## src/sar_ctrl_consts.svh

```systemverilog
/*
  constants of the converter control block: timing, register map, fields.
  assumes the includer supplies nothing; definitions only.
*/
`ifndef SAR_CTRL_CONSTS_SVH
`define SAR_CTRL_CONSTS_SVH

// ==========================================
// timing
`define CLK_NS          20
`define CONV_NS         300
`define ACQ_NS          40
`define LIGHT_WAKE_NS   300
`define DEEP_EXT_US     80
`define DEEP_INT_MS     500
// least times round up to whole cycles
`define CONV_CYC  ((`CONV_NS + `CLK_NS - 1) / `CLK_NS)
`define ACQ_CYC   ((`ACQ_NS + `CLK_NS - 1) / `CLK_NS)
`define LIGHT_CYC ((`LIGHT_WAKE_NS + `CLK_NS - 1) / `CLK_NS)
`define DEXT_CYC  ((`DEEP_EXT_US * 1000 + `CLK_NS - 1) / `CLK_NS)
`define DINT_CYC  ((`DEEP_INT_MS * 1000000 + `CLK_NS - 1) / `CLK_NS)
`define CNT_W     25

// ==========================================
// register map (byte addresses)
`define A_OFFSET    8'h00
`define A_STATUS    8'h04
`define A_RESULT    8'h08
`define A_IRQ_STAT  8'h0c
`define A_IRQ_MASK  8'h10

// ==========================================
// codes and fields
`define OFF_MAX     10'sh147
`define OFF_MIN     10'sh2b9
`define FULL_CODE   15'sh0fff
`define ZERO_CODE   12'h000
`define ONES_CODE   12'hfff
`define OFF_RST     10'h000
`define EV_DONE     0
`define EV_OVR      1
`define EV_IGN      2
`define EV_W        3
`endif

```

## src/sar_ctrl_pkg.sv

```systemverilog
/*
  types of the converter control block.
  assumes nothing; it uses no macro of sar_ctrl_consts.svh.
*/
package sar_ctrl_pkg;
  typedef enum logic [2:0] {
    ST_TRACK, ST_CONV, ST_ACQ, ST_SLEEP, ST_WAKE
  } conv_state_t;

  // output word: top bit overrange, next sign, then data
  typedef struct packed {
    logic        ovr;
    logic        sign;
    logic [10:0] data;
  } res_t;
endpackage

```

## src/sar_adc_conversion_control.sv

```systemverilog
/*
  control of a 12-bit successive-approximation converter: start edge,
  conversion and acquisition timing, sleep modes with wake-up delays,
  offset add, saturation and overrange, apb registers and interrupt.
  assumes pclk at 50 mhz, an apb master, and the raw sar code on
  raw_code as a signed count of lsbs from the analog side.
*/
// The APB interface to the registers and the placing of the registers are this design's own decisions.
`timescale 1ns/1ns
`include "sar_ctrl_consts.svh"

module sar_adc_conversion_control
  import sar_ctrl_pkg::*;
#(
  parameter logic [`CNT_W-1:0] DEEP_INT_WAKE = `CNT_W'(`DINT_CYC)
) (
  // clock and reset
  input  wire logic               pclk,
  input  wire logic               presetn,
  // apb slave
  input  wire logic               psel,
  input  wire logic               penable,
  input  wire logic               pwrite,
  input  wire logic [7:0]         paddr,
  input  wire logic [31:0]        pwdata,
  output logic      [31:0]        prdata,
  output logic                    pready,
  output logic                    pslverr,
  // converter pins
  input  wire logic               convert_start_n,
  input  wire logic               light_sleep_request,
  input  wire logic               deep_sleep_request,
  input  wire logic               saturate_enable,
  input  wire logic               internal_ref_select,
  input  wire logic signed [13:0] raw_code,
  // result and state
  output logic [10:0]             conv_data,
  output logic                    range_sign_bit,
  output logic                    overrange_bit,
  output logic                    busy,
  output logic                    irq
);

  // ==========================================
  // pin synchronisers
  logic [4:0]  pin_m_r, pin_s_r;
  logic [13:0] raw_m_r, raw_s_r;
  logic        cs_d_r;

  always_ff @(posedge pclk or negedge presetn) begin
    if (!presetn) begin
      pin_m_r <= 5'h01;
      pin_s_r <= 5'h01;
      raw_m_r <= 14'h0000;
      raw_s_r <= 14'h0000;
      cs_d_r  <= 1'b1;
    end else begin
      pin_m_r <= {internal_ref_select, saturate_enable,
                  deep_sleep_request, light_sleep_request,
                  convert_start_n};
      pin_s_r <= pin_m_r;
      raw_m_r <= raw_code;
      raw_s_r <= raw_m_r;
      cs_d_r  <= pin_s_r[0];
    end
  end

  logic start_fall, lsleep, dsleep, sat, int_ref;
  assign start_fall = cs_d_r & ~pin_s_r[0];
  assign lsleep     = pin_s_r[1];
  assign dsleep     = pin_s_r[2];
  assign sat        = pin_s_r[3];
  assign int_ref    = pin_s_r[4];

  // ==========================================
  // conversion sequencer
  conv_state_t            st_r, st_nxt;
  logic [`CNT_W-1:0]      cnt_r, cnt_nxt;
  logic                   deep_r, deep_nxt;
  logic signed [13:0]     smp_r, smp_nxt;
  res_t                   res_r, res_nxt;
  logic                   busy_r, busy_nxt;
  logic signed [9:0]      off_r, off_nxt;
  logic signed [14:0]     sum_w;
  logic                   oor_w, conv_end, ign_ev;
  logic [11:0]            clamp_w;

  // sum is one bit wider than the wider term, so it cannot wrap
  assign sum_w = {smp_r[13], smp_r} + {{5{off_r[9]}}, off_r};
  assign oor_w = sum_w[14] | (sum_w > `FULL_CODE);
  assign clamp_w = sum_w[14] ? `ZERO_CODE :
                   (sum_w > `FULL_CODE) ? `ONES_CODE : sum_w[11:0];
  assign conv_end = (st_r == ST_CONV) && (cnt_r == '0);

  always_comb begin
    st_nxt   = st_r;
    cnt_nxt  = (cnt_r == '0) ? cnt_r : cnt_r - 1'b1;
    deep_nxt = deep_r;
    smp_nxt  = smp_r;
    res_nxt  = res_r;
    ign_ev   = 1'b0;
    case (st_r)
      ST_TRACK: begin
        if (lsleep | dsleep) begin
          st_nxt   = ST_SLEEP;
          deep_nxt = dsleep;
          ign_ev   = start_fall;
        end else if (start_fall) begin
          st_nxt  = ST_CONV;
          smp_nxt = raw_s_r;
          cnt_nxt = `CNT_W'(`CONV_CYC - 1);
        end
      end
      ST_CONV: begin
        ign_ev = start_fall;
        if (cnt_r == '0) begin
          st_nxt  = ST_ACQ;
          cnt_nxt = `CNT_W'(`ACQ_CYC - 1);
          if (sat) begin
            res_nxt = {oor_w, clamp_w};
          end else begin
            res_nxt = {oor_w, sum_w[11:0]};
          end
        end
      end
      ST_ACQ: begin
        // an early start would sample an unsettled input
        ign_ev = start_fall;
        if (cnt_r == '0) begin
          st_nxt = ST_TRACK;
        end
      end
      ST_SLEEP: begin
        ign_ev = start_fall;
        deep_nxt = deep_r | dsleep;
        if (!(lsleep | dsleep)) begin
          st_nxt = ST_WAKE;
          if (!deep_r) begin
            cnt_nxt = `CNT_W'(`LIGHT_CYC - 1);
          end else if (int_ref) begin
            cnt_nxt = DEEP_INT_WAKE - 1'b1;
          end else begin
            cnt_nxt = `CNT_W'(`DEXT_CYC - 1);
          end
        end
      end
      ST_WAKE: begin
        ign_ev = start_fall;
        if (lsleep | dsleep) begin
          st_nxt   = ST_SLEEP;
          deep_nxt = dsleep;
        end else if (cnt_r == '0) begin
          st_nxt = ST_TRACK;
        end
      end
      default: begin
        st_nxt = ST_TRACK;
      end
    endcase
    busy_nxt = (st_nxt == ST_CONV);
  end

  // reset aborts any conversion in flight
  always_ff @(posedge pclk or negedge presetn) begin
    if (!presetn) begin
      st_r   <= ST_TRACK;
      cnt_r  <= '0;
      deep_r <= 1'b0;
      smp_r  <= 14'sh0000;
      res_r  <= '0;
      busy_r <= 1'b0;
    end else begin
      st_r   <= st_nxt;
      cnt_r  <= cnt_nxt;
      deep_r <= deep_nxt;
      smp_r  <= smp_nxt;
      res_r  <= res_nxt;
      busy_r <= busy_nxt;
    end
  end

  assign conv_data      = res_r.data;
  assign range_sign_bit = res_r.sign;
  assign overrange_bit  = res_r.ovr;
  assign busy           = busy_r;

  // ==========================================
  // apb registers and interrupt
  logic [31:0]       rd_nxt, rd_r;
  logic              rdy_r, err_r, err_nxt;
  logic [`EV_W-1:0]  stat_r, stat_nxt, mask_r, mask_nxt, ev_w;
  logic              irq_r, irq_nxt;
  logic              setup, acc, wr, bad_off;

  assign setup = psel & ~penable;
  assign acc   = psel & penable & rdy_r;
  assign wr    = acc & pwrite;
  // reserved bits 12:10 must be zero and the value within +-327
  assign bad_off = (pwdata[12:10] != 3'h0) ||
                   (!pwdata[9] && ($signed(pwdata[9:0]) > `OFF_MAX)) ||
                   (pwdata[9] && ($signed(pwdata[9:0]) < `OFF_MIN));
  assign ev_w = {ign_ev, conv_end & oor_w, conv_end};

  always_comb begin
    rd_nxt   = 32'h0000_0000;
    err_nxt  = 1'b0;
    off_nxt  = off_r;
    mask_nxt = mask_r;
    stat_nxt = stat_r;
    case (paddr)
      `A_OFFSET: begin
        rd_nxt  = {22'h0, off_r};
        err_nxt = pwrite & bad_off;
      end
      `A_STATUS:   rd_nxt = {27'h0, int_ref, st_r == ST_WAKE,
                             st_r == ST_SLEEP, st_r == ST_ACQ, busy_r};
      `A_RESULT:   rd_nxt = {19'h0, res_r};
      `A_IRQ_STAT: rd_nxt = {29'h0, stat_r};
      `A_IRQ_MASK: rd_nxt = {29'h0, mask_r};
      default:     err_nxt = 1'b1;
    endcase
    if (wr && paddr == `A_OFFSET && !bad_off) begin
      off_nxt = pwdata[9:0];
    end
    if (wr && paddr == `A_IRQ_MASK) begin
      mask_nxt = pwdata[`EV_W-1:0];
    end
    if (acc && !pwrite && paddr == `A_IRQ_STAT) begin
      stat_nxt = '0;
    end
    // a new event wins over the read that clears
    stat_nxt = stat_nxt | ev_w;
    irq_nxt  = |(stat_nxt & mask_nxt);
  end

  always_ff @(posedge pclk or negedge presetn) begin
    if (!presetn) begin
      rd_r   <= 32'h0000_0000;
      rdy_r  <= 1'b0;
      err_r  <= 1'b0;
      off_r  <= `OFF_RST;
      mask_r <= '0;
      stat_r <= '0;
      irq_r  <= 1'b0;
    end else begin
      // no wait state: answer is ready in the first access cycle
      rdy_r  <= setup;
      rd_r   <= setup ? rd_nxt : rd_r;
      err_r  <= setup ? err_nxt : 1'b0;
      off_r  <= off_nxt;
      mask_r <= mask_nxt;
      stat_r <= stat_nxt;
      irq_r  <= irq_nxt;
    end
  end

  assign prdata  = rd_r;
  assign pready  = rdy_r;
  assign pslverr = err_r;
  assign irq     = irq_r;

  // ==========================================
  // checks
  localparam int CONV_C = `CONV_CYC;
  logic [7:0] blen_r;

  always_ff @(posedge pclk or negedge presetn) begin
    if (!presetn) begin
      blen_r <= 8'h00;
    end else begin
      blen_r <= busy_r ? blen_r + 8'h01 : 8'h00;
    end
  end
endmodule

```

## config.mk

```make
export PLATFORM = sky130hd
export DESIGN_NAME = sar_adc_conversion_control
export DESIGN_NICKNAME = d
export VERILOG_FILES = /design/src/sar_ctrl_pkg.sv /design/src/sar_adc_conversion_control.sv
export VERILOG_INCLUDE_DIRS = /design/src /design/src/src
export SDC_FILE = /design/constraint.sdc
export NUM_CORES = 1
export LEC_CHECK = 0
export ABC_AREA = 1
export BUFFER_PORTS_ARGS = -buffer_cell sky130_fd_sc_hd__buf_4
export CORE_MARGIN = 3
export CORE_UTILIZATION = 23
export DETAILED_ROUTE_END_ITERATION = 16
export PLACE_DENSITY_LB_ADDON = 0.2
export SYNTH_ARGS = -nofsm -noshare
export SYNTH_HDL_FRONTEND = slang
export SYNTH_SLANG_ARGS = --single-unit
```

## constraint.sdc

```tcl
create_clock -name pclk -period 5.25 [get_ports pclk]
set_input_delay 1.3125 -clock pclk [delete_from_list [all_inputs] [get_ports pclk]]
set_output_delay 1.3125 -clock pclk [all_outputs]
set_load 0.02 [all_outputs]
```

Yosys cells after proc, flatten, opt, wreduce, memory -nomap -nowiden
Cells that the tools add are included.
Storage, ports and cells
  bits of input ports: 64
  register bits: 147
  output and inout bits: 49
  word-level logic and storage cells: 102
Cells by class
  $lt $le $gt $ge: 3
  bitwise operators: 15
  mux-type cells: 27
  add/subtract/negate cells: 2
  reduce and logical (&&, ||, !) cells: 25
  eq/ne operators: 10
Operator list (count)
  25-bit 2-to-1 mux: 7
  25-bit case mux with 3 select lines: 1
  13-bit case mux with 5 select lines: 1
  12-bit 2-to-1 mux: 3
  25-bit logical NOT: 1
  25-bit by 1-bit subtractor with 25-bit output, second input constant: 1
  3-bit 2-to-1 mux: 8
  8-bit by 4-bit == test with 1-bit output, second input constant: 2
  14-bit by 10-bit adder with 15-bit output: 1
  15-bit by 13-bit greater-than comparator with 1-bit output, second input constant: 1
  3-bit case mux with 5 select lines: 1
  10-bit greater-than comparator, second input constant: 1
  10-bit < comparator, second input constant: 1
  8-bit by 3-bit == test with 1-bit output, second input constant: 1
  8-bit by 5-bit == test with 1-bit output, second input constant: 1
  1-bit logical AND: 8
  8-bit logical NOT: 1
  4-bit OR reduction: 2
  1-bit AND: 7
  3-bit by 1-bit == test with 1-bit output, second input constant: 2
  3-bit by 2-bit == test with 1-bit output, second input constant: 2
  1-bit case mux with 2 select lines: 3
  2-bit AND reduction: 2
  3-bit AND: 1
  14 further kinds: 23

Longest topological paths before layout
  depth in word-level cells: 8
  gate-level depth with buffers: 15
  gate-level depth less buffers: 15

Least setup slack after synthesis
Ideal clock, no wire load.
  path type: input port to flip-flop
  from: input port paddr[5]
  to: register irq_r (netlist: irq)
  arrival time: 2387 ps
  path slack: 2744 ps
  stages on the path: 8
  buffers on the path: 0
  setup time: 119 ps
  required time: 5131 ps
  cells stage by stage: nor3_1 inv_1 nor2_2 nand4_1 a21oi_1 nor2_1 a21oi_1 nand2_1
On the way
  longest elaborated chain between the ends: 6
  elaborated cells on any way between the ends: 9
  classes of those cells: eq/ne (2); mux (2); bitwise (2); reduce/logical (3)
RTL lines
  start, declared: RTL line sar_adc_conversion_control.sv:24  | input wire logic [7:0] paddr,
  8-bit by 4-bit == test with 1-bit output
  1-bit logical AND (no source line)
  3-bit 2-to-1 mux: RTL line sar_adc_conversion_control.sv:228  | if (acc && !pwrite && paddr == `A_IRQ_STAT) begin
  3-bit OR: RTL line sar_adc_conversion_control.sv:232  | stat_nxt = stat_nxt | ev_w;
  3-bit AND (*): RTL line sar_adc_conversion_control.sv:233  | irq_nxt = |(stat_nxt & mask_nxt);
  3-bit OR reduction (*): RTL line sar_adc_conversion_control.sv:233
  net irq_nxt: RTL line sar_adc_conversion_control.sv:192  | logic irq_r, irq_nxt;
  end signal, assigned: RTL line sar_adc_conversion_control.sv:253  | irq_r <= irq_nxt;
  end, declared: RTL line sar_adc_conversion_control.sv:192
Mark *: on every way through the listed nets, which the timed path passes. The rest lies on a longest branch.
A chain may end at the register's enable or synchronous reset.

Worst setup path in the final report
  from: input port paddr[5]
  to: register off_r[4]
On the way
  longest elaborated chain between the ends: 3
RTL lines
  8-bit logical NOT
  1-bit logical AND (no source line)
  1-bit logical AND: RTL line sar_adc_conversion_control.sv:222  | if (wr && paddr == `A_OFFSET && !bad_off) begin
  end signal, assigned: RTL line sar_adc_conversion_control.sv:241  | off_r <= `OFF_RST;
  end signal, assigned: RTL line sar_adc_conversion_control.sv:250  | off_r <= off_nxt;
  end, declared: RTL line sar_adc_conversion_control.sv:83  | logic signed [9:0] off_r, off_nxt;
Every way passes these cells.

==> flow_metrics.py <==
metrics = {
    "run_status": {
        "status": "completed",
    },
    "critical_path": {
        "reg2regPathDepth": 12,
        "worstSetupEndpoint": "off_r[4]$_DFFE_PN0P_",
        "cp.required_ns": 5.56,
        "regToRegSetupSlack_ns": 2.55,
        "cp.arrival_ns": 3.70,
        "rr_endpoint": "irq$_DFF_PN0_",
        "crit_fanout": 20,
        "critPathKind": "in -> reg",
        "r2r_start": "cnt_r[0]$_DFF_PN0_",
        "cp-startpoint": "paddr[5]",
        "cp-end-kind": "flop",
        "startpoint_type": "input port",
    },
    "synthesis": {
        "synth.mux.area_fraction_pct": 0,
        "synthTopCellsByArea": "dfrtp_1, nand2_1, inv_1, nor2_1, o21ai_0",
        "synthAdderAreaFrac_pct": 3.32,
        "synth-seq-cells": 128,
        "synth.yosys.seq_area_share_pct": 48.4,
        "synthCells": 829,
        "synth_area_mm2": 0.00663,
        "yosys_warnings": 0,
        "synth_ff_type": "dfrtp_1",
        "async_reset_ff_share_pct": 100,
        "synth_top_family_by_area": "simple AND/OR/NAND/NOR gates",
        "synth-edff-count": 0,
        "synthXorXnorAreaFrac_pct": 2.64,
        "syn_area_per_cell_um2": 8.00,
        "ys_types": 50,
        "post-synth-top-count-cell": "nand2_1",
        "synth_compound_area_share_pct": 8.34,
        "synth_top_area_share_pct": 47.2,
        "synth_simple_gate_area_share_pct": 28.3,
        "ys_top_cells_by_count": "nand2_1, dfrtp_1, inv_1",
        "yosys.area.top_type": "dfrtp_1",
    },
    "pwr": {
        "vdd_drop_max_mv": 0.209,
        "p_leak_nw": 4.20,
        "powerDensity_mw_per_mm2": 472,
    },
    "sta": {
        "hold_ws_ns": 0.341,
        "fmax_mhz": 295,
        "tightestPinTransition_ns": 0.776,
        "rsz0062_at_grt": "false",
        "clock_skew_ns": 0.0132,
        "drv_slew": 0,
        "finalCritPeriodShare_pct": 64.5,
        "finalCriticalPeriod_ns": 3.39,
        "setup_violations": 0,
        "hold_viol_final": 0,
        "relSlewSlack_pct": 48.1,
        "tns_ns": 0,
    },
    "finish": {
        "num_antenna_cells": 0,
        "nNetsFinal": 993,
        "drive_above_1_share_pct": 15.9,
        "area_delta_synth_final_pct": 22.7,
        "fillers": 3085,
    },
    "grt": {
        "grt_pass1_wl_mm": 28.8,
        "gr-usage-all-layers_pct": 11.9,
        "grt_use_met2_pct": 19.5,
        "grt.busiest_layer": "met2",
        "gr-total-overflow": 0,
        "grt_max_degree": 55,
        "grt_antenna_before_repair": 0,
        "grt_pass1_vias": 5278,
        "gr-usage-met1_pct": 16.0,
        "use_met3_pct": 2.33,
    },
    "die": {
        "dieArea_mm2": 0.0309,
        "die_width_um": 176,
        "std_cell_rows": 61,
        "initial_core_util_pct": 23.6,
        "fp.dieH_um": 176,
        "ioPinCount": 113,
        "coreArea_mm2": 0.0281,
    },
    "place": {
        "finalWeightedCongestion": 0.859,
        "io_buffer_count": 74,
        "hpwl_mm": 13.7,
    },
    "clocking": {
        "cts_resized": 0,
        "ctsLongestPathBuffers": 2,
        "cts_buffers": 17,
        "post_cts_buffers": 0,
        "path_clk_slew_ns": 0.06,
        "clk_latency_ns": 0.42,
        "cts.sinks": 128,
        "postCtsHoldBufs": 0,
        "cts_tree": "done",
        "root_buffer": "clkbuf_16",
        "htree_num_levels": 4,
    },
    "detailed_routing": {
        "wl_mm": 18.1,
        "wl_per_cell_um": 13.9,
        "antenna_left": 0,
        "firstDrtPassIters": 6,
        "drtIter0Drc": 323,
        "vias": 5471,
        "viasPerCell": 4.20,
        "drc": 0,
    },
    "hold_path": {
        "hold_class": "reg -> reg",
    },
    "run": {
        "drv_cap": 0,
    },
}
## layout by cell type (no fill, tap or decap), drive strengths merged, types with 5 or more instances in the layout
cell type / n
a31oi: 5
o31ai: 5
clkbuf: 21
conb: 19
dfrtp: 125
nor2: 96
xor2: 12
nand4: 11
o21ai: 48
ha: 16
nor3: 9
inv: 102
o22ai: 5
xnor2: 8
clkinv: 7
and3: 5
a21oi: 27
nand2: 256
nand3: 42
buf: 77
## cell type report
type                       instances  area (µm²)  share of cell area (%)
sequential                       128        3210                    39.4
multi-input combinational        585        2890                    35.6
timing repair buffer              77         582                    7.15
clock buffer                      21         480                    5.91
tap                              378         473                    5.82
inverter                         103         390                    4.80
clock inverter                    11         105                    1.29
## report_power, final
group / internal, mW / total, mW / switching, mW
clock: 0.704 / 1.18 / 0.476
combinational: 0.459 / 1.31 / 0.851
sequential: 1.17 / 1.35 / 0.178
## routing by layer
metal  share of wire (%)  vias up
li1                    -     2770
met1                  47     2565
met2                  47      119
met3                 4.5       17
met4                 1.2        0
met5                   0        -
## cell families after synthesis
logic type	count (synthesis)
AOI/OAI and AO/OA	98
DFF	128
and+or+nand+nor	431
other	1
adders and majority gates	17
xor gates and xnor gates	20
buffers and inverters	134
## worst min-delay path by stage
stage                                from                    end  slack (ns)  depth (start not counted)
floorplan            pin_m_r[1]$_DFF_PN0_   pin_s_r[1]$_DFF_PN0_        0.33                          0
global placement     pin_m_r[4]$_DFF_PN0_   pin_s_r[4]$_DFF_PN0_        0.33                          0
detailed placement  raw_m_r[12]$_DFF_PN0_  raw_s_r[12]$_DFF_PN0_        0.33                          0
CTS                 raw_m_r[12]$_DFF_PN0_  raw_s_r[12]$_DFF_PN0_        0.35                          0
global route        raw_m_r[13]$_DFF_PN0_  raw_s_r[13]$_DFF_PN0_        0.35                          0
finish              raw_m_r[12]$_DFF_PN0_  raw_s_r[12]$_DFF_PN0_        0.34                          0
## stage by stage
stage | cells | cell area (µm²) | worst slack, ns | power (mW) | util (%)
detailed placement | 1271 | 7550 | 1.40 | 2.68 | 26.9
CTS | 1303 | 8130 | 1.85 | 3.88 | 29.0
finish | 1303 | 8130 | 1.86 | 3.84 | 29.0
global route | 1303 | 8130 | 1.59 | 4.13 | 29.0
global placement | 1271 | 7550 | 1.45 | 2.68 | 26.9
floorplan | 847 | 6700 | 2.74 | 2.29 | -
## critical path, cell delays in order
cell and delay (ns):
buf_4 0.11, nor3_1 0.37, nand3_1 0.16, nor2_1 0.63, nand4_1 0.72, o21ai_0 0.39
## sequential cells by signal, indices dropped and copies added (netlist names), 10 cells and up
| signal | count |
|---|---|
| raw_s_r | 14 |
| cnt_r | 25 |
| off_r | 10 |
| prdata | 13 |
| raw_m_r | 14 |
| smp_r | 14 |
| conv_data | 11 |
(Power assumes the default switching activity.)
